$ cat src/pkg/ssc_defines.svh
// constants for the synchronous burst static ram control block
`ifndef SSC_DEFINES_SVH
`define SSC_DEFINES_SVH
// address width in words
`define SSC_AW 21
// number of byte lanes and bits per lane
`define SSC_LANES 4
`define SSC_BYTE_W 9
// data bus width
`define SSC_DW (`SSC_LANES * `SSC_BYTE_W)
// low address bits walked by the burst counter
`define SSC_BURST_W 2
// first burst index and the step between indices
`define SSC_IDX_FIRST 2'h0
`define SSC_IDX_STEP 2'h1
// edges from sleep request change to sleep entry or exit
`define SSC_SLEEP_CYC 2'h2
// sleep counter start value
`define SSC_SLEEP_START 2'h1
`endif

$ cat src/logic/ssc_fix_note.sv
// empty unit: the block keeps no logic in this file
`default_nettype none
`default_nettype wire

$ cat src/pkg/ssc_pkg.sv
// types and helper functions for the burst static ram control block
`default_nettype none
`include "ssc_defines.svh"
package ssc_pkg;

  // kind of access held in a pipeline stage or remembered for continues
  typedef enum logic [1:0] {
    KIND_NONE  = 2'b00,
    KIND_READ  = 2'b01,
    KIND_WRITE = 2'b10,
    KIND_DESEL = 2'b11
  } ssc_kind_t;

  // sleep sequencing states
  typedef enum logic [1:0] {
    ST_ACTIVE = 2'b00,
    ST_ENTER  = 2'b01,
    ST_ASLEEP = 2'b10,
    ST_WAKE   = 2'b11
  } ssc_sleep_t;

  // one decoded access travelling down the pipeline
  typedef struct packed {
    ssc_kind_t kind;
    logic [`SSC_AW-1:0] addr;
    logic [`SSC_LANES-1:0] ben_n;
  } ssc_op_t;

  // straps caught once after reset
  typedef struct packed {
    logic flow;
    logic interleave;
    logic high_drive;
  } ssc_straps_t;

  // low address bits of burst access idx from the loaded base
  function automatic logic [`SSC_BURST_W-1:0] burst_low(
    input logic [`SSC_BURST_W-1:0] base,
    input logic [`SSC_BURST_W-1:0] idx,
    input logic ilv
  );
    burst_low = ilv ? (base ^ idx) : (base + idx);
  endfunction : burst_low

  // true when at least one active-low lane enable is asserted
  function automatic logic any_lane(input logic [`SSC_LANES-1:0] ben_n);
    any_lane = ~&ben_n;
  endfunction : any_lane

endpackage : ssc_pkg
`default_nettype wire

$ cat src/logic/ssc_burst_gen.sv
// two-bit burst address generator, linear or interleaved
`default_nettype none
`include "ssc_defines.svh"
module ssc_burst_gen (
  input wire logic clk_i,
  input wire logic rst_n_i,
  input wire logic load_i,
  input wire logic step_i,
  input wire logic [`SSC_BURST_W-1:0] start_i,
  input wire logic interleave_i,
  output logic [`SSC_BURST_W-1:0] next_o
);

  // loaded base and access index; the index wraps so four accesses close
  logic [`SSC_BURST_W-1:0] base_q, base_d;
  logic [`SSC_BURST_W-1:0] idx_q, idx_d;

  // next values: load restarts, step walks the index
  always_comb
  begin
    base_d = base_q;
    idx_d = idx_q;
    if (load_i)
    begin
      base_d = start_i;
      idx_d = `SSC_IDX_FIRST;
    end
    else if (step_i)
    begin
      idx_d = idx_q + `SSC_IDX_STEP;
    end
  end

  // register the counter
  always_ff @(posedge clk_i or negedge rst_n_i)
  begin
    if (!rst_n_i)
    begin
      base_q <= `SSC_IDX_FIRST;
      idx_q <= `SSC_IDX_FIRST;
    end
    else
    begin
      base_q <= base_d;
      idx_q <= idx_d;
    end
  end

  // address the next continue will use
  assign next_o = ssc_pkg::burst_low(base_q, idx_q + `SSC_IDX_STEP,
                                     interleave_i);
endmodule : ssc_burst_gen
`default_nettype wire

$ cat src/logic/ssc_core.sv
// command decode, burst address and data pipeline of the burst ram
`default_nettype none
`include "ssc_defines.svh"
module ssc_core (
  input wire logic clk_i,
  input wire logic rst_n_i,
  input wire logic clock_hold_i,
  input wire logic load_or_advance_i,
  input wire logic write_n_i,
  input wire logic [`SSC_LANES-1:0] byte_lane_enables_n_i,
  input wire logic select_low_a_n_i,
  input wire logic select_high_i,
  input wire logic select_low_b_n_i,
  input wire logic out_enable_n_i,
  input wire logic sleep_request_i,
  input wire logic burst_order_select_i,
  input wire logic pass_through_select_n_i,
  input wire logic drive_strength_select_i,
  input wire logic [`SSC_AW-1:0] addr_i,
  input wire logic [`SSC_DW-1:0] dq_i,
  input wire logic [`SSC_DW-1:0] mem_rdata_i,
  output logic [`SSC_DW-1:0] dq_o,
  output logic dq_oe_o,
  output logic mem_re_o,
  output logic [`SSC_AW-1:0] mem_raddr_o,
  output logic mem_we_o,
  output logic [`SSC_AW-1:0] mem_waddr_o,
  output logic [`SSC_LANES-1:0] mem_wben_o,
  output logic [`SSC_DW-1:0] mem_wdata_o,
  output logic high_drive_o,
  output logic asleep_o
);

  // straps: reset values are the pulled defaults
  ssc_pkg::ssc_straps_t strap_q, strap_d;
  logic strap_taken_q, strap_taken_d;

  // sleep sequencer
  ssc_pkg::ssc_sleep_t st_q, st_d;
  logic [1:0] slp_cnt_q, slp_cnt_d;
  logic asleep_q, asleep_d;

  // decode results and burst bookkeeping
  ssc_pkg::ssc_op_t op_d;
  ssc_pkg::ssc_kind_t last_q, last_d;
  logic [`SSC_AW-1:`SSC_BURST_W] hi_q, hi_d;
  logic [`SSC_BURST_W-1:0] next_low;
  logic load, step;
  logic frozen;
  logic sel_ok;

  // pipeline stages and data path
  ssc_pkg::ssc_op_t s1_q, s1_d, s2_q, s2_d, wsrc;
  logic re_q, re_d;
  logic [`SSC_DW-1:0] rd_q, rd_d;
  logic [`SSC_DW-1:0] dq_q, dq_d;
  logic rdv_q, rdv_d;
  logic oe_q, oe_d;
  logic we_q, we_d;
  logic [`SSC_AW-1:0] waddr_q, waddr_d;
  logic [`SSC_LANES-1:0] wben_q, wben_d;
  logic [`SSC_DW-1:0] wdata_q, wdata_d;

  // straps are caught on the first edge after reset and then kept;
  // the pins are meant to be tied, so later changes are ignored
  always_comb
  begin
    strap_d = strap_q;
    strap_taken_d = 1'b1;
    if (!strap_taken_q)
    begin
      strap_d.flow = !pass_through_select_n_i;
      strap_d.interleave = burst_order_select_i;
      strap_d.high_drive = !drive_strength_select_i;
    end
  end

  // sleep sequencing: two edges in, two edges out
  always_comb
  begin
    st_d = st_q;
    slp_cnt_d = slp_cnt_q;
    unique case (st_q)
      ssc_pkg::ST_ACTIVE:
      begin
        if (sleep_request_i)
        begin
          st_d = ssc_pkg::ST_ENTER;
          slp_cnt_d = `SSC_SLEEP_START;
        end
      end
      ssc_pkg::ST_ENTER:
      begin
        slp_cnt_d = slp_cnt_q + `SSC_SLEEP_START;
        if (!sleep_request_i)
          st_d = ssc_pkg::ST_ACTIVE;
        else if (slp_cnt_d == `SSC_SLEEP_CYC)
          st_d = ssc_pkg::ST_ASLEEP;
      end
      ssc_pkg::ST_ASLEEP:
      begin
        if (!sleep_request_i)
        begin
          st_d = ssc_pkg::ST_WAKE;
          slp_cnt_d = `SSC_SLEEP_START;
        end
      end
      ssc_pkg::ST_WAKE:
      begin
        slp_cnt_d = slp_cnt_q + `SSC_SLEEP_START;
        if (sleep_request_i)
        begin
          st_d = ssc_pkg::ST_ENTER;
          slp_cnt_d = `SSC_SLEEP_START;
        end
        else if (slp_cnt_d == `SSC_SLEEP_CYC)
          st_d = ssc_pkg::ST_ACTIVE;
      end
    endcase
    asleep_d = (st_d == ssc_pkg::ST_ASLEEP);
  end

  // a held edge or sleep leaves every stage untouched
  assign frozen = clock_hold_i || (st_q == ssc_pkg::ST_ASLEEP);
  assign sel_ok = !select_low_a_n_i && select_high_i && !select_low_b_n_i;

  // command decode on the rising edge
  always_comb
  begin
    op_d = '{kind: ssc_pkg::KIND_NONE, addr: addr_i,
             ben_n: byte_lane_enables_n_i};
    last_d = last_q;
    hi_d = hi_q;
    load = 1'b0;
    step = 1'b0;
    if (!frozen)
    begin
      if (!load_or_advance_i)
      begin
        if (!sel_ok)
          last_d = ssc_pkg::KIND_DESEL;
        else if (write_n_i)
        begin
          op_d.kind = ssc_pkg::KIND_READ;
          last_d = ssc_pkg::KIND_READ;
          load = 1'b1;
          hi_d = addr_i[`SSC_AW-1:`SSC_BURST_W];
        end
        else if (ssc_pkg::any_lane(byte_lane_enables_n_i)
                 && st_q != ssc_pkg::ST_WAKE)
        begin
          op_d.kind = ssc_pkg::KIND_WRITE;
          last_d = ssc_pkg::KIND_WRITE;
          load = 1'b1;
          hi_d = addr_i[`SSC_AW-1:`SSC_BURST_W];
        end
        else
          last_d = ssc_pkg::KIND_DESEL;
      end
      else
      begin
        // continue: chip selects and write select do not matter
        step = 1'b1;
        op_d.addr = {hi_q, next_low};
        if (last_q == ssc_pkg::KIND_READ)
          op_d.kind = ssc_pkg::KIND_READ;
        else if (last_q == ssc_pkg::KIND_WRITE
                 && st_q != ssc_pkg::ST_WAKE)
          op_d.kind = ssc_pkg::KIND_WRITE;
        else
          op_d.kind = ssc_pkg::KIND_NONE;
      end
    end
  end

  // burst counter for the low address bits
  ssc_burst_gen u_burst (
    .clk_i(clk_i),
    .rst_n_i(rst_n_i),
    .load_i(load),
    .step_i(step),
    .start_i(addr_i[`SSC_BURST_W-1:0]),
    .interleave_i(strap_q.interleave),
    .next_o(next_low)
  );

  // pipeline and data path; flow-through taps the first stage,
  // pipelined mode taps the second, so both modes share one datapath
  always_comb
  begin
    s1_d = frozen ? s1_q : op_d;
    s2_d = frozen ? s2_q : s1_q;
    re_d = frozen ? re_q : (op_d.kind == ssc_pkg::KIND_READ);
    rd_d = frozen ? rd_q : mem_rdata_i;
    wsrc = strap_q.flow ? s1_q : s2_q;
    dq_d = dq_q;
    rdv_d = rdv_q;
    if (!frozen)
    begin
      dq_d = strap_q.flow ? mem_rdata_i : rd_q;
      rdv_d = strap_q.flow ? (s1_q.kind == ssc_pkg::KIND_READ)
                           : (s2_q.kind == ssc_pkg::KIND_READ);
    end
    // output enable and sleep override the drive at any time
    // only read beats set rdv, so a write never turns the drivers on
    oe_d = rdv_d && !out_enable_n_i && !sleep_request_i
           && (st_q != ssc_pkg::ST_ASLEEP);
    // write data taken at the stage's edge; no lanes means no write
    we_d = !frozen && (wsrc.kind == ssc_pkg::KIND_WRITE)
           && ssc_pkg::any_lane(wsrc.ben_n);
    waddr_d = we_d ? wsrc.addr : waddr_q;
    wben_d = we_d ? ~wsrc.ben_n : wben_q;
    wdata_d = we_d ? dq_i : wdata_q;
  end

  // register every group; outputs float from reset
  always_ff @(posedge clk_i or negedge rst_n_i)
  begin
    if (!rst_n_i)
    begin
      strap_q <= '{flow: 1'b0, interleave: 1'b0, high_drive: 1'b0};
      strap_taken_q <= 1'b0;
      st_q <= ssc_pkg::ST_ACTIVE;
      slp_cnt_q <= `SSC_SLEEP_START;
      asleep_q <= 1'b0;
      last_q <= ssc_pkg::KIND_DESEL;
      hi_q <= '0;
      s1_q <= '0;
      s2_q <= '0;
      re_q <= 1'b0;
      rd_q <= '0;
      dq_q <= '0;
      rdv_q <= 1'b0;
      oe_q <= 1'b0;
      we_q <= 1'b0;
      waddr_q <= '0;
      wben_q <= '0;
      wdata_q <= '0;
    end
    else
    begin
      strap_q <= strap_d;
      strap_taken_q <= strap_taken_d;
      st_q <= st_d;
      slp_cnt_q <= slp_cnt_d;
      asleep_q <= asleep_d;
      last_q <= last_d;
      hi_q <= hi_d;
      s1_q <= s1_d;
      s2_q <= s2_d;
      re_q <= re_d;
      rd_q <= rd_d;
      dq_q <= dq_d;
      rdv_q <= rdv_d;
      oe_q <= oe_d;
      we_q <= we_d;
      waddr_q <= waddr_d;
      wben_q <= wben_d;
      wdata_q <= wdata_d;
    end
  end

  // outputs come straight from flip-flops
  assign dq_o = dq_q;
  assign dq_oe_o = oe_q;
  assign mem_re_o = re_q;
  assign mem_raddr_o = s1_q.addr;
  assign mem_we_o = we_q;
  assign mem_waddr_o = waddr_q;
  assign mem_wben_o = wben_q;
  assign mem_wdata_o = wdata_q;
  assign high_drive_o = strap_q.high_drive;
  assign asleep_o = asleep_q;
endmodule : ssc_core
`default_nettype wire

$ cat config.mk
export PLATFORM = sky130hd
export DESIGN_NAME = ssc_core
export DESIGN_NICKNAME = d
export VERILOG_FILES = /design/src/logic/ssc_fix_note.sv /design/src/pkg/ssc_pkg.sv /design/src/logic/ssc_burst_gen.sv /design/src/logic/ssc_core.sv
export VERILOG_INCLUDE_DIRS = /design/src /design/src/pkg
export SDC_FILE = /design/constraint.sdc
export NUM_CORES = 1
export LEC_CHECK = 0
export BUFFER_PORTS_ARGS = -buffer_cell sky130_fd_sc_hd__buf_2
export CORE_MARGIN = 4
export CORE_UTILIZATION = 54
export CTS_CLUSTER_SIZE = 20
export DETAILED_ROUTE_END_ITERATION = 10
export MAX_ROUTING_LAYER = met4
export PLACE_DENSITY = 0.88
export REMOVE_ABC_BUFFERS = 1
export SLEW_MARGIN = 20
export SYNTH_ARGS = -nofsm -noshare
export SYNTH_HDL_FRONTEND = slang
export SYNTH_SLANG_ARGS = --single-unit
export TNS_END_PERCENT = 30
$ cat constraint.sdc
create_clock -name clk_i -period 2.4 [get_ports clk_i]
set_input_delay 0.48 -clock clk_i [delete_from_list [all_inputs] [get_ports clk_i]]
set_output_delay 0.48 -clock clk_i [all_outputs]
set_load 0.005 [all_outputs]
* Word level (Yosys, flattened, before mapping) *
Index checks and enable logic that the tools add are counted.

word-level totals
  register bits = 225
  output and inout port bits = 123
  word-level logic and storage cells = 113

cells by class
  add/subtract/negate cells = 3
  equality and inequality tests = 15
  muxes and demuxes = 38
  bitwise logic cells = 4
  reduce and logical (&&, ||, !) cells = 27

operators with widths
  kind                                                             number
  2-bit two-way mux                                                20
  19-bit two-way mux                                               2
  36-bit two-way mux                                               1
  27-bit two-way mux                                               1
  23-bit two-way mux                                               1
  21-bit two-way mux                                               1
  2-bit one-hot mux with 4 select lines                            2
  2-bit == test, second input constant                             6
  4-bit AND reduction                                              3
  2-bit by 1-bit == test with 1-bit output, second input constant  5
  1-bit two-way mux                                                10
  1-bit logical AND                                                9
  1-bit zero test                                                  9
  2-bit inequality test, second input constant                     4
  2-bit by 1-bit adder with 2-bit output, second input constant    2
  4-bit inverter                                                   1
  2-bit AND reduction                                              2
  2-bit nonzero test                                               2
  2-bit adder                                                      1
  2-bit zero test                                                  1
  1-bit inverter                                                   2
  2-bit XOR                                                        1
  1-bit logical OR                                                 1

* Longest topological paths before layout *
Gate-level depths: netlist (run 1).

  depth after elaboration = 9
  depth in mapped cells = 10
  gate-level depth less buffers = 6

* Cells and area by module *
Synthesis (run 1) repeated with hierarchy kept, for this count alone.

second synthesis, totals
  cells, all modules = 829
  area, all modules = 9790.6 um2

modules (own cells, without submodules)
  module         times used  cells an instance  area an instance (um2)  sequential area each (um2)
  ssc_core       1           813                9579.2                  5534.1
  ssc_burst_gen  1           16                 211.5                   100.1

* Least setup slack after synthesis (run 1) *
OpenSTA, ideal clock, no wires.

  path type = register to register
  start = register st_q[1]
  end = register hi_q[10] in the netlist's numbering
  library setup time = 0.125 ns
  arrival time = 1.784 ns
  slack = 0.491 ns
  cell stages (with the launch flop) = 8
  cells stage by stage = dfrtp_1 buf_2 nor2b_1 buf_2 nor3_1 and2_1 buf_4 mux2_2

on the way
  cells in the longest elaborated chain, start to end = 4
  elaborated cells between the ends (all ways) = 7

ends and longest elaborated chain
  what                                                            line                              source
  from (decl)                                                     ssc_core.sv:39                    ssc_pkg::ssc_sleep_t st_q, st_d;
  from (signal assigned)                                          ssc_core.sv:223                   st_q <= ssc_pkg::ST_ACTIVE;
  from (signal assigned)                                          ssc_core.sv:244                   st_q <= st_d;
  2-bit inequality test or 2-bit == test (tied branches)          ssc_core.sv:150, ssc_core.sv:124
  1-bit logical AND or 1-bit logical OR (tied branches)           ssc_core.sv:150, ssc_core.sv:124
  2-bit nonzero test (no line) or 1-bit inverter (tied branches)  --
  4-bit AND reduction (no line) *                                 --
  to (signal assigned)                                            ssc_core.sv:248                   hi_q <= hi_d;
  to (decl)                                                       ssc_core.sv:46                    logic [`SSC_AW-1:`SSC_BURST_W] hi_q, hi_d;

Every way passes the cells marked *; elsewhere a longest branch is shown, timed or not.
A chain may end at the register's enable or synchronous reset.

* Worst setup path in the final report (run 1) *
  start = register st_q[1]
  end = register waddr_q[20] (netlist: mem_waddr_o[20])

on the way
  cells in the longest elaborated chain, start to end = 5

ends and longest elaborated chain
  what                  line             source
  2-bit == test         ssc_core.sv:124  assign frozen = clock_hold_i || (st_q == ssc_pkg::ST_ASLEEP);
  1-bit logical OR      ssc_core.sv:124
  1-bit zero test       ssc_core.sv:209  we_d = !frozen && (wsrc.kind == ssc_pkg::KIND_WRITE)
  1-bit logical AND     ssc_core.sv:209
  1-bit logical AND     ssc_core.sv:210  && ssc_pkg::any_lane(wsrc.ben_n);
  to (signal assigned)  ssc_core.sv:257  waddr_q <= waddr_d;
  to (decl)             ssc_core.sv:60   logic [`SSC_AW-1:0] waddr_q, waddr_d;

Every way passes these cells.

==> summary.txt, run 1 <==
Global routing
  • Met2 GRT Util: 37.7%
  • Largest net degree at the start of global routing: 83
  • Total track usage: ~22%
  • First-pass GRT wire length: 35600 µm
  • Initial antenna violation count: 1
  • Met3 usage: between 3 and 4%
  • Busiest layer in global routing: met2
  • Total gr overflow: 0
  • Vias in the first global route: 7135
  • Grt met1 use: 27.6%

Die
  • Die Span Y: 143 µm
  • Chip width: roughly 140 µm
  • Die area: just over 20000 µm²
  • # IOs: 233
  • Core Region: 17900 µm²
  • Std cell rows: 49
  • Starting Density: 54.8%

Logic synthesis
  • Synth Cell Area: 9810 µm²
  • Yosys warning total: 0
  • Post-synth EDFFs: 0
  • Asr flop ratio synth: 100%
  • Mean post-synth cell area: 11.7 µm²
  • Synth Instances: 837
  • Unique masters post-synth: 44
  • Post-synthesis sequential area ratio: 57.5%
  • Top FF cell, synth: dfrtp_1
  • #FFs+latches synth: roughly 230

Timing
  • Relative slew margins: approximately 54%
  • Period utilization: 89.3%
  • Slew Limit Fails: 0
  • Worst setup margin: 257 ps
  • RSZ-0062 raised after global routing: no
  • Layout Skew: 11.5 ps
  • Crit path time final: 2140 ps
  • Count of final setup violators: 0
  • Least-Margin Pin Slew: 691 ps
  • Fin. Hold Viols: 0
  • Final hold slack: 160 ps
  • Maximum clock frequency: 467 MHz

Worst setup path
  • R2R depth: 5
  • Crit path kind: reg -> reg
  • Crit path launch: st_q[1]
  • Startpoint Class: flip-flop
  • Critical Path End Type: flip-flop
  • FF-to-FF Start: st_q[1]
  • Peak fanout along the critical path: 20
  • CP arrival: 2520 ps
  • Worst EP required: 2780 ps

Detailed routing
  • First DRT Iteration DRCs: 228
  • Post-route DRC: 0
  • Via count: 6749
  • DR pass1 iterations: 5
  • DR WL/cell: 16.9 µm
  • Post-DRT Antenna Nets: 0
  • Routed wire length: 21900 µm
  • Vias per cell: 5.21

Finish
  • Fillcell total: between 1000 and 1500
  • Fraction of layout instances using a drive strength above 1: 38.6%
  • Final net count: ~1200
  • Fin util: 66.4%
  • Post-Layout Cell Count: 1295
  • Area delta synth->final: 21.2%

CTS
  • H-tree depth: 1
  • Root Buffer Master: clkbuf_16
  • Clock sink total: 225
  • Post-cts resize count: 0
  • TritonCTS clock tree: done
  • Clock latency on the worst-skew pair: 500 ps
  • CTS Buf Count: 24
  • Clock-pin transition on the worst setup and hold timing paths: about 60 ps
  • CTS Buffer Depth: 3
  • Setup Buffers After CTS: 0

Run
  • Max-cap violations: 0

Min path
  • Hold Crit Depth: 2
  • HP Class: in -> reg
  • Min-delay src: out_enable_n_i

Place
  • DP HPWL: 15400 µm
  • Place WS: around 260 ps
  • Gpl congestion: roughly 0.81
  • Number of instances in the placed design: 1251
  • IO buf count: ~230

Power and ir drop
  • Pwr dens: approximately 1200 nW/µm²
  • Peak supply drop: 0.778 mV
  • LEAKAGE: 6.35 nW
  • Final Power: 0.0137 W

Status
  • Status: completed
## critical path, stage by stage (launching register included)
cell and delay, ps:
dfrtp_1 490, nor2b_1 560, a211oi_4 80, o211ai_4 130
buf_4 380, mux2_2 380
## power by group
| group | switching (W) | internal (W) |
|---|---|---|
| clock network | 0.00142 | 0.00214 |
| logic | 0.00179 | 0.00216 |
| registers | 0.000939 | 0.00526 |
## cell usage after synthesis, drive strengths merged (2+ instances only)
cell type,number,area [µm²]
clkbuf,14,52.6
nand2,242,908
nor4b,2,17.5
mux2,109,1430
o211ai,3,36.3
or2,2,12.5
a21oi,4,20.0
nor2b,5,31.3
nand3b,4,30.0
o21a,4,30.0
dfstp,3,78.8
ha,2,25.0
nand3,4,20.0
buf,57,382
o21ai,65,325
nand4,2,12.5
dfrtp,222,5560
nor3,2,10.0
xnor2,3,26.3
mux2i,60,601
nor2,4,15.0
a22o,3,26.3
inv,6,22.5
## what timing repair did
action / CTS / global route
hold buffers: 1 / 0
endpoints found under the setup margin: 0 / 0
hold endpoints to repair: 28 / 0
## final timing paths
path	to	slack [ps]
max in group asynchronous	rd_q[9]	1130
worst min register to register	s2_q[8]	470
worst max register to register	mem_waddr_o[20]	260
worst min-delay path	dq_oe_o	160
min in group asynchronous	dq_o[2]	570
worst max-delay path	mem_waddr_o[20]	260
## final cells by class
type	instances	area, µm²	share of cell area (%)
flip-flops and latches	225	5640	47.4
multi-input cells	535	3720	31.3
repair buffers	257	1450	12.2
clock buffers	36	707	5.95
well taps	229	287	2.41
clock inverters	6	58.8	0.495
inverters	6	22.5	0.189
diodes	1	2.50	0.0210
## routing by layer
metal	up-vias	share of wire (%)
met5	-	0
met4	0	2.3
met3	41	6.0
met2	206	51
met1	3295	41
li1	3207	-
## cells by family (layout without fill, tap and decap cells)
family	count (synthesis)	after routing	synth area share, %
AO/OA/AOI/OAI	88	88	5.41
XOR/XNOR	3	3	0.268
adder cells (fa/ha/maj)	2	2	0.255
buffers and inverters	77	305	4.66
flip-flops	225	225	57.5
multiplexers	169	169	20.7
other	1	2	0.0382
AND/OR/NAND/NOR	272	272	11.2
## registers in the layout, indices dropped and copies added (netlist names), 4 cells and up
register	count
mem_raddr_o	21
s2_q	27
mem_wben_o	4
dq_o	36
mem_waddr_o	21
rd_q	36
mem_wdata_o	36
hi_q	19
s1_q	6
## placed cells by master (no fill, tap or decap), types with 4 or more instances in the layout
| cell type | instances |
|---|---|
| a21oi_1 | 4 |
| clkinv_2 | 4 |
| nand2_1 | 242 |
| inv_1 | 6 |
| mux2_2 | 54 |
| buf_12 | 7 |
| clkbuf_8 | 4 |
| nand3_1 | 4 |
| nor2b_1 | 5 |
| mux2_4 | 55 |
| dfrtp_1 | 221 |
| nand3b_1 | 4 |
| o21a_1 | 4 |
| clkbuf_1 | 7 |
| clkbuf_16 | 25 |
| o21ai_0 | 65 |
| buf_2 | 231 |
| buf_4 | 17 |
| mux2i_1 | 60 |
## metrics by stage
stage | area [µm²] | setup TNS [ps]
finish | 11900 | 0
global route | 11900 | 0
CTS | 11900 | 0
detailed placement | 11100 | 0
global placement | 11100 | 0
floorplan | 9370 | -301950
(Power assumes the default switching activity.)
==> run 2, diff against run 1 <==
--- a/config.mk
+++ b/config.mk
@@ -8,11 +8,11 @@
 export LEC_CHECK = 0
 export BUFFER_PORTS_ARGS = -buffer_cell sky130_fd_sc_hd__buf_2
 export CORE_MARGIN = 4
-export CORE_UTILIZATION = 54
+export CORE_UTILIZATION = 50
 export CTS_CLUSTER_SIZE = 20
 export DETAILED_ROUTE_END_ITERATION = 10
 export MAX_ROUTING_LAYER = met4
-export PLACE_DENSITY = 0.88
+export PLACE_DENSITY = 0.83
 export REMOVE_ABC_BUFFERS = 1
 export SLEW_MARGIN = 20
 export SYNTH_ARGS = -nofsm -noshare
==> summary.txt, run 2 (synthesis gave the netlist of run 1 again) <==
Min path
  • Min-delay src: out_enable_n_i (unchanged)
  • HP Class: in -> reg (unchanged)

Timing
  • Period utilization: 90.6% (was 89.3%)
  • Count of final setup violators: 0 (unchanged)
  • Maximum clock frequency: 460 MHz (was 467 MHz)
  • Layout Skew: 10.0 ps (was 11.5 ps)
  • Final hold slack: 155 ps (was 160 ps)
  • Least-Margin Pin Slew: 840 ps (was 691 ps)
  • Fin. Hold Viols: 0 (unchanged)
  • Slew Limit Fails: 0 (unchanged)
  • Worst setup margin: 224 ps (was 257 ps)
  • RSZ-0062 raised after global routing: no (unchanged)
  • Crit path time final: 2180 ps (was 2140 ps)
  • Relative slew margins: 44.0% (was 54.0%)
  • TNS Setup: 0 ps (unchanged)

Detailed routing
  • Post-DRT Antenna Nets: 0 (unchanged)
  • Vias per cell: 5.07 (was 5.21)
  • First DRT Iteration DRCs: 264 (was 228)
  • Via count: 6711 (was 6749)
  • DR pass1 iterations: 4 (was 5)
  • Routed wire length: 21700 µm (was 21900 µm)
  • Post-route DRC: 0 (unchanged)
  • DR WL/cell: 16.4 µm (was 16.9 µm)

Die
  • Die area: 21900 µm² (was 20400 µm²)
  • Starting Density: 51.6% (was 54.8%)
  • Chip width: 148 µm (was 143 µm)
  • # IOs: 233 (unchanged)
  • Die Span Y: 148 µm (was 143 µm)
  • Std cell rows: 50 (was 49)
  • Core Region: 19000 µm² (was 17900 µm²)

Run
  • Max-cap violations: 0 (unchanged)

Place
  • Place WS: 245 ps (was 259 ps)
  • DP HPWL: 15100 µm (was 15400 µm)
  • IO buf count: 232 (unchanged)
  • Gpl congestion: 0.774 (was 0.807)

Global routing
  • Grt met1 use: 25.9% (was 27.6%)
  • Largest net degree at the start of global routing: 66 (was 83)
  • Met3 usage: 3.53% (was 3.65%)
  • First-pass GRT wire length: 35200 µm (was 35600 µm)
  • Vias in the first global route: 6870 (was 7135)
  • Total gr overflow: 0 (unchanged)
  • Initial antenna violation count: 1 (unchanged)
  • Met2 GRT Util: 34.0% (was 37.7%)
  • Busiest layer in global routing: met2 (unchanged)
  • Total track usage: 20.2% (was 22.1%)

Worst setup path
  • Cell breakdown of the critical path: or3b_4, a211oi_4, o211ai_4, buf_12, mux2_4 (was nor2b_1, a211oi_4, o211ai_4, buf_4, mux2_2)
  • Startpoint Class: flip-flop (unchanged)
  • Delay-heaviest family, CP: flip-flops (was simple AND/OR/NAND/NOR gates)
  • Crit path kind: reg -> reg (unchanged)
  • Crit path launch: strap_q[2] (was st_q[1])
  • Peak fanout along the critical path: 47 (was 20)
  • Slowest stage delay, CP: 510 ps (was 560 ps)
  • Worst EP required: 2780 ps (about the same)
  • CP Buf/Inv Count: 1 (unchanged)
  • Critical Path End Type: flip-flop (unchanged)
  • CP max-delay cell: dfrtp_4 (was nor2b_1)
  • CP arrival: 2560 ps (was 2520 ps)
  • FF-to-FF Start: strap_q[2] (was st_q[1])

CTS
  • Root Buffer Master: clkbuf_16 (unchanged)
  • Clock latency on the worst-skew pair: 500 ps (about the same)
  • CTS Buffer Depth: 3 (unchanged)
  • Clock-pin transition on the worst setup and hold timing paths: 60 ps (about the same)
  • Clock sink total: 225 (unchanged)
  • H-tree depth: 1 (unchanged)
  • CTS Buf Count: 24 (unchanged)
  • TritonCTS clock tree: done (unchanged)
  • Post-cts resize count: 0 (unchanged)

Finish
  • Most frequent cells in the layout: nand2_1, buf_2, dfrtp_1 (unchanged)
  • Final net count: 1159 (was 1161)
  • Area delta synth->final: 21.7% (was 21.2%)
  • Fin util: 62.7% (was 66.4%)
  • Fraction of layout instances using a drive strength above 1: 38.8% (was 38.6%)
  • Leading cell type in the layout, fill and taps excluded: nand2_1 (unchanged)

Power and ir drop
  • Pwr dens: 1150 nW/µm² (about the same)
  • Peak supply drop: 0.643 mV (was 0.778 mV)
  • LEAKAGE: 6.36 nW (was 6.35 nW)

Status
  • Status: completed (unchanged)
-- run 2: cell types whose count changed in the layout (fill, tap and decap cells not counted), sizes merged --
cell | before | now
clkinv | 4 | 7
inv | 7 | 6
buf | 256 | 254
clkbuf | 36 | 33
-- run 2: through the flow --
step	power [W]	instance area [µm²]	cells
finish	0.0138	11900	1323
global route	0.0147	11900	1323
CTS	0.0139	11900	1322
detailed placement	0.0103	11100	1280
global placement	0.0100	11100	1280
floorplan	0.00844	9370	766
-- run 2: what timing repair did --
action / 4_1_cts / 5_1_grt
endpoints found under the hold margin: 60 / 0
hold buffers: 1 / 0
setup buffers: 0 / 0
setup endpoints to repair: 0 / 0
-- run 2: where the power goes --
group	switching, W	leakage, nW	internal [W]	total, W
logic	0.00180	3.16	0.00219	0.00399
registers	0.000929	2.81	0.00526	0.00619
clock network	0.00144	0.389	0.00215	0.00359
-- run 2: cell type report --
| cell class | count | area, µm² |
|---|---|---|
| Antenna cell | 1 | 2.50 |
| Clock buffer | 33 | 706 |
| Clock inverter | 8 | 65.1 |
| Fill cell | 1527 | 7090 |
| Inverter | 6 | 22.5 |
| Multi-Input combinational cell | 535 | 3720 |
| Sequential cell | 225 | 5640 |
| Tap cell | 260 | 325 |
| Timing Repair Buffer | 255 | 1450 |
-- run 2: worst reg2reg max path, delay by kind of cell, from the launching register on --
kind	cells	cell delay [ps]
buffers and inverters	1	220
and+or+nand+nor	1	420
muxes	1	400
AOI/OAI and AO/OA	2	500
DFF	1	510
-- run 2: final timing paths --
check	endpoint	slack (ps)	cells after the start
worst max-delay path	mem_wdata_o[18]	220	5
worst min-delay path	dq_oe_o	160	2
worst max register to register	mem_wdata_o[18]	220	5
worst min register to register	s2_q[11]	470	2
max in group asynchronous	last_q[0]	1190	3
min in group asynchronous	dq_o[4]	510	2
-- run 2: per-layer routing --
layer	part of all wire, %	up-vias
li1	-	3209
met1	42	3295
met2	51	175
met3	5.4	32
met4	1.5	0
met5	0	-
==> run 3, diff against run 2 <==
--- a/config.mk
+++ b/config.mk
@@ -11,6 +11,7 @@
 export CORE_UTILIZATION = 50
 export CTS_CLUSTER_SIZE = 20
 export DETAILED_ROUTE_END_ITERATION = 10
+export GPL_TIMING_DRIVEN = 0
 export MAX_ROUTING_LAYER = met4
 export PLACE_DENSITY = 0.83
 export REMOVE_ABC_BUFFERS = 1
==> summary.txt, run 3 (synthesis gave the netlist of run 1 again) <==
Timing
  • Maximum clock frequency: 437 MHz (was 460 MHz)
  • Relative slew margins: 39.9% (was 44.0%)
  • Final hold slack: 129 ps (was 155 ps)
  • Slew Limit Fails: 0 (unchanged)
  • Layout Skew: 13.1 ps (was 10.0 ps)
  • Count of final setup violators: 0 (unchanged)
  • Period utilization: 95.3% (was 90.6%)
  • RSZ-0062 raised after global routing: no (unchanged)
  • Crit path time final: 2290 ps (was 2180 ps)
  • Least-Margin Pin Slew: 901 ps (was 840 ps)
  • Worst setup margin: 114 ps (was 224 ps)
  • Fin. Hold Viols: 0 (unchanged)

Die
  • Starting Density: 51.6% (unchanged)
  • Die Span Y: 148 µm (unchanged)
  • Std cell rows: 50 (unchanged)
  • Core Region: 19000 µm² (unchanged)
  • # IOs: 233 (unchanged)
  • Chip width: 148 µm (unchanged)
  • Die area: 21900 µm² (unchanged)

Run
  • Max-cap violations: 0 (unchanged)

CTS
  • CTS Buf Count: 24 (unchanged)
  • Clock-pin transition on the worst setup and hold timing paths: 60 ps (about the same)
  • Clock sink total: 225 (unchanged)
  • CTS Buffer Depth: 3 (unchanged)
  • TritonCTS clock tree: done (unchanged)
  • Clock latency on the worst-skew pair: 510 ps (was 500 ps)
  • H-tree depth: 1 (unchanged)
  • Root Buffer Master: clkbuf_16 (unchanged)

Detailed routing
  • DR pass1 iterations: 5 (was 4)
  • Post-route DRC: 0 (unchanged)
  • First DRT Iteration DRCs: 298 (was 264)
  • Routed wire length: 22400 µm (was 21700 µm)
  • Post-DRT Antenna Nets: 0 (unchanged)
  • Via count: 6751 (was 6711)
  • Vias per cell: 5.11 (was 5.07)
  • DR WL/cell: 16.9 µm (was 16.4 µm)

Power and ir drop
  • Peak supply drop: 0.760 mV (was 0.643 mV)
  • LEAKAGE: 6.41 nW (was 6.36 nW)
  • Pwr dens: 1190 nW/µm² (was 1150 nW/µm²)
  • Final Power: 0.0144 W (was 0.0138 W)

Finish
  • Area delta synth->final: 23.6% (was 21.7%)
  • Fraction of layout instances using a drive strength above 1: 39.0% (was 38.8%)
  • Fin util: 63.7% (was 62.7%)
  • Design area: 12100 µm² (was 11900 µm²)
  • Most frequent cells in the layout: nand2_1, buf_2, dfrtp_1 (unchanged)
  • Leading cell type in the layout, fill and taps excluded: nand2_1 (unchanged)
  • Final net count: 1155 (was 1159)

Place
  • Place WS: -911 ps (was 245 ps)
  • IO buf count: 232 (unchanged)
  • Gpl congestion: 0.755 (was 0.774)
  • DP HPWL: 14900 µm (was 15100 µm)
  • Placed Area: 11200 µm² (was 11100 µm²)

Worst setup path
  • CP arrival: 2670 ps (was 2560 ps)
  • Peak fanout along the critical path: 36 (was 47)
  • Critical Path End Type: flip-flop (unchanged)
  • Worst EP required: 2790 ps (was 2780 ps)
  • R2r setup slk: 110 ps (was 220 ps)
  • Crit path kind: reg -> reg (unchanged)
  • R2R depth: 7 (was 5)
  • Startpoint Class: flip-flop (unchanged)

Global routing
  • Vias in the first global route: 6978 (was 6870)
  • Largest net degree at the start of global routing: 102 (was 66)
  • Total track usage: 20.9% (was 20.2%)
  • First-pass GRT wire length: 36300 µm (was 35200 µm)
  • Initial antenna violation count: 1 (unchanged)
  • Total gr overflow: 0 (unchanged)

Min path
  • HP Class: in -> reg (unchanged)
  • Hold Crit Depth: 2 (unchanged)

Status
  • Status: completed (unchanged)
## run 3: cell types whose count changed in the layout (fill, tap and decap cells not counted), sizes merged
cell | before | now
buf | 254 | 249
or2 | 2 | 3
clkinv | 7 | 5
bufinv | 1 | 6
inv | 6 | 7
clkbuf | 33 | 32
## run 3: stage by stage
stage | setup TNS [ps] | std cells
6_report | 0 | 1322
3_5_place_dp | -40390 | 1270
5_1_grt | 0 | 1322
3_3_place_gp | -1306990 | 1258
4_1_cts | 0 | 1321
2_1_floorplan | -301950 | 766
## run 3: final timing paths
path                                start              end
setup / recovery               strap_q[2]  mem_wdata_o[12]
hold / removal             out_enable_n_i          dq_oe_o
setup reg to reg               strap_q[2]  mem_wdata_o[12]
hold reg to reg                  s2_q[21]         s2_q[21]
max in group asynchronous         rst_n_i   mem_wdata_o[8]
min in group asynchronous         rst_n_i         rd_q[17]
## run 3: final cells by class
type	count	area, µm²
antenna	1	2.50
clock buffer	32	702
clock inverter	12	214
fill	1467	6900
inverter	6	22.5
multi-input combinational	536	3740
sequential	225	5640
tap	260	325
timing repair buffer	250	1470
## run 3: power breakdown
part	internal, W	switching (W)
logic	0.00220	0.00185
clock network	0.00270	0.00148
registers	0.00526	0.000909
total	0.0102	0.00425
## run 3: critical path, cell delays in order, from the launching register on
cell and delay, ps:
dfrtp_4 490, or3b_4 420, a211oi_4 270, o211ai_4 120, buf_8 140, buf_16 190
buf_8 200, mux2_4 300
## run 3: layer usage
metal / wire, µm / vias to the layer above / track usage, %
met4: 622 / 0 / 5.77
met5: 0 / - / -
met1: 9640 / 3309 / 27.4
li1: - / 3210 / -
met2: 11100 / 191 / 34.5
met3: 1030 / 41 / 2.94
## run 3: repair_timing
item | in CTS | in global routing
buffers inserted | 7 | 0
resized for setup | 2 | 1
hold buffers | 1 | 0
setup endpoints to repair | 167 | 14
hold endpoints to repair | 56 | 0
cloned | 1 | 0
pin swaps | 2 | 0
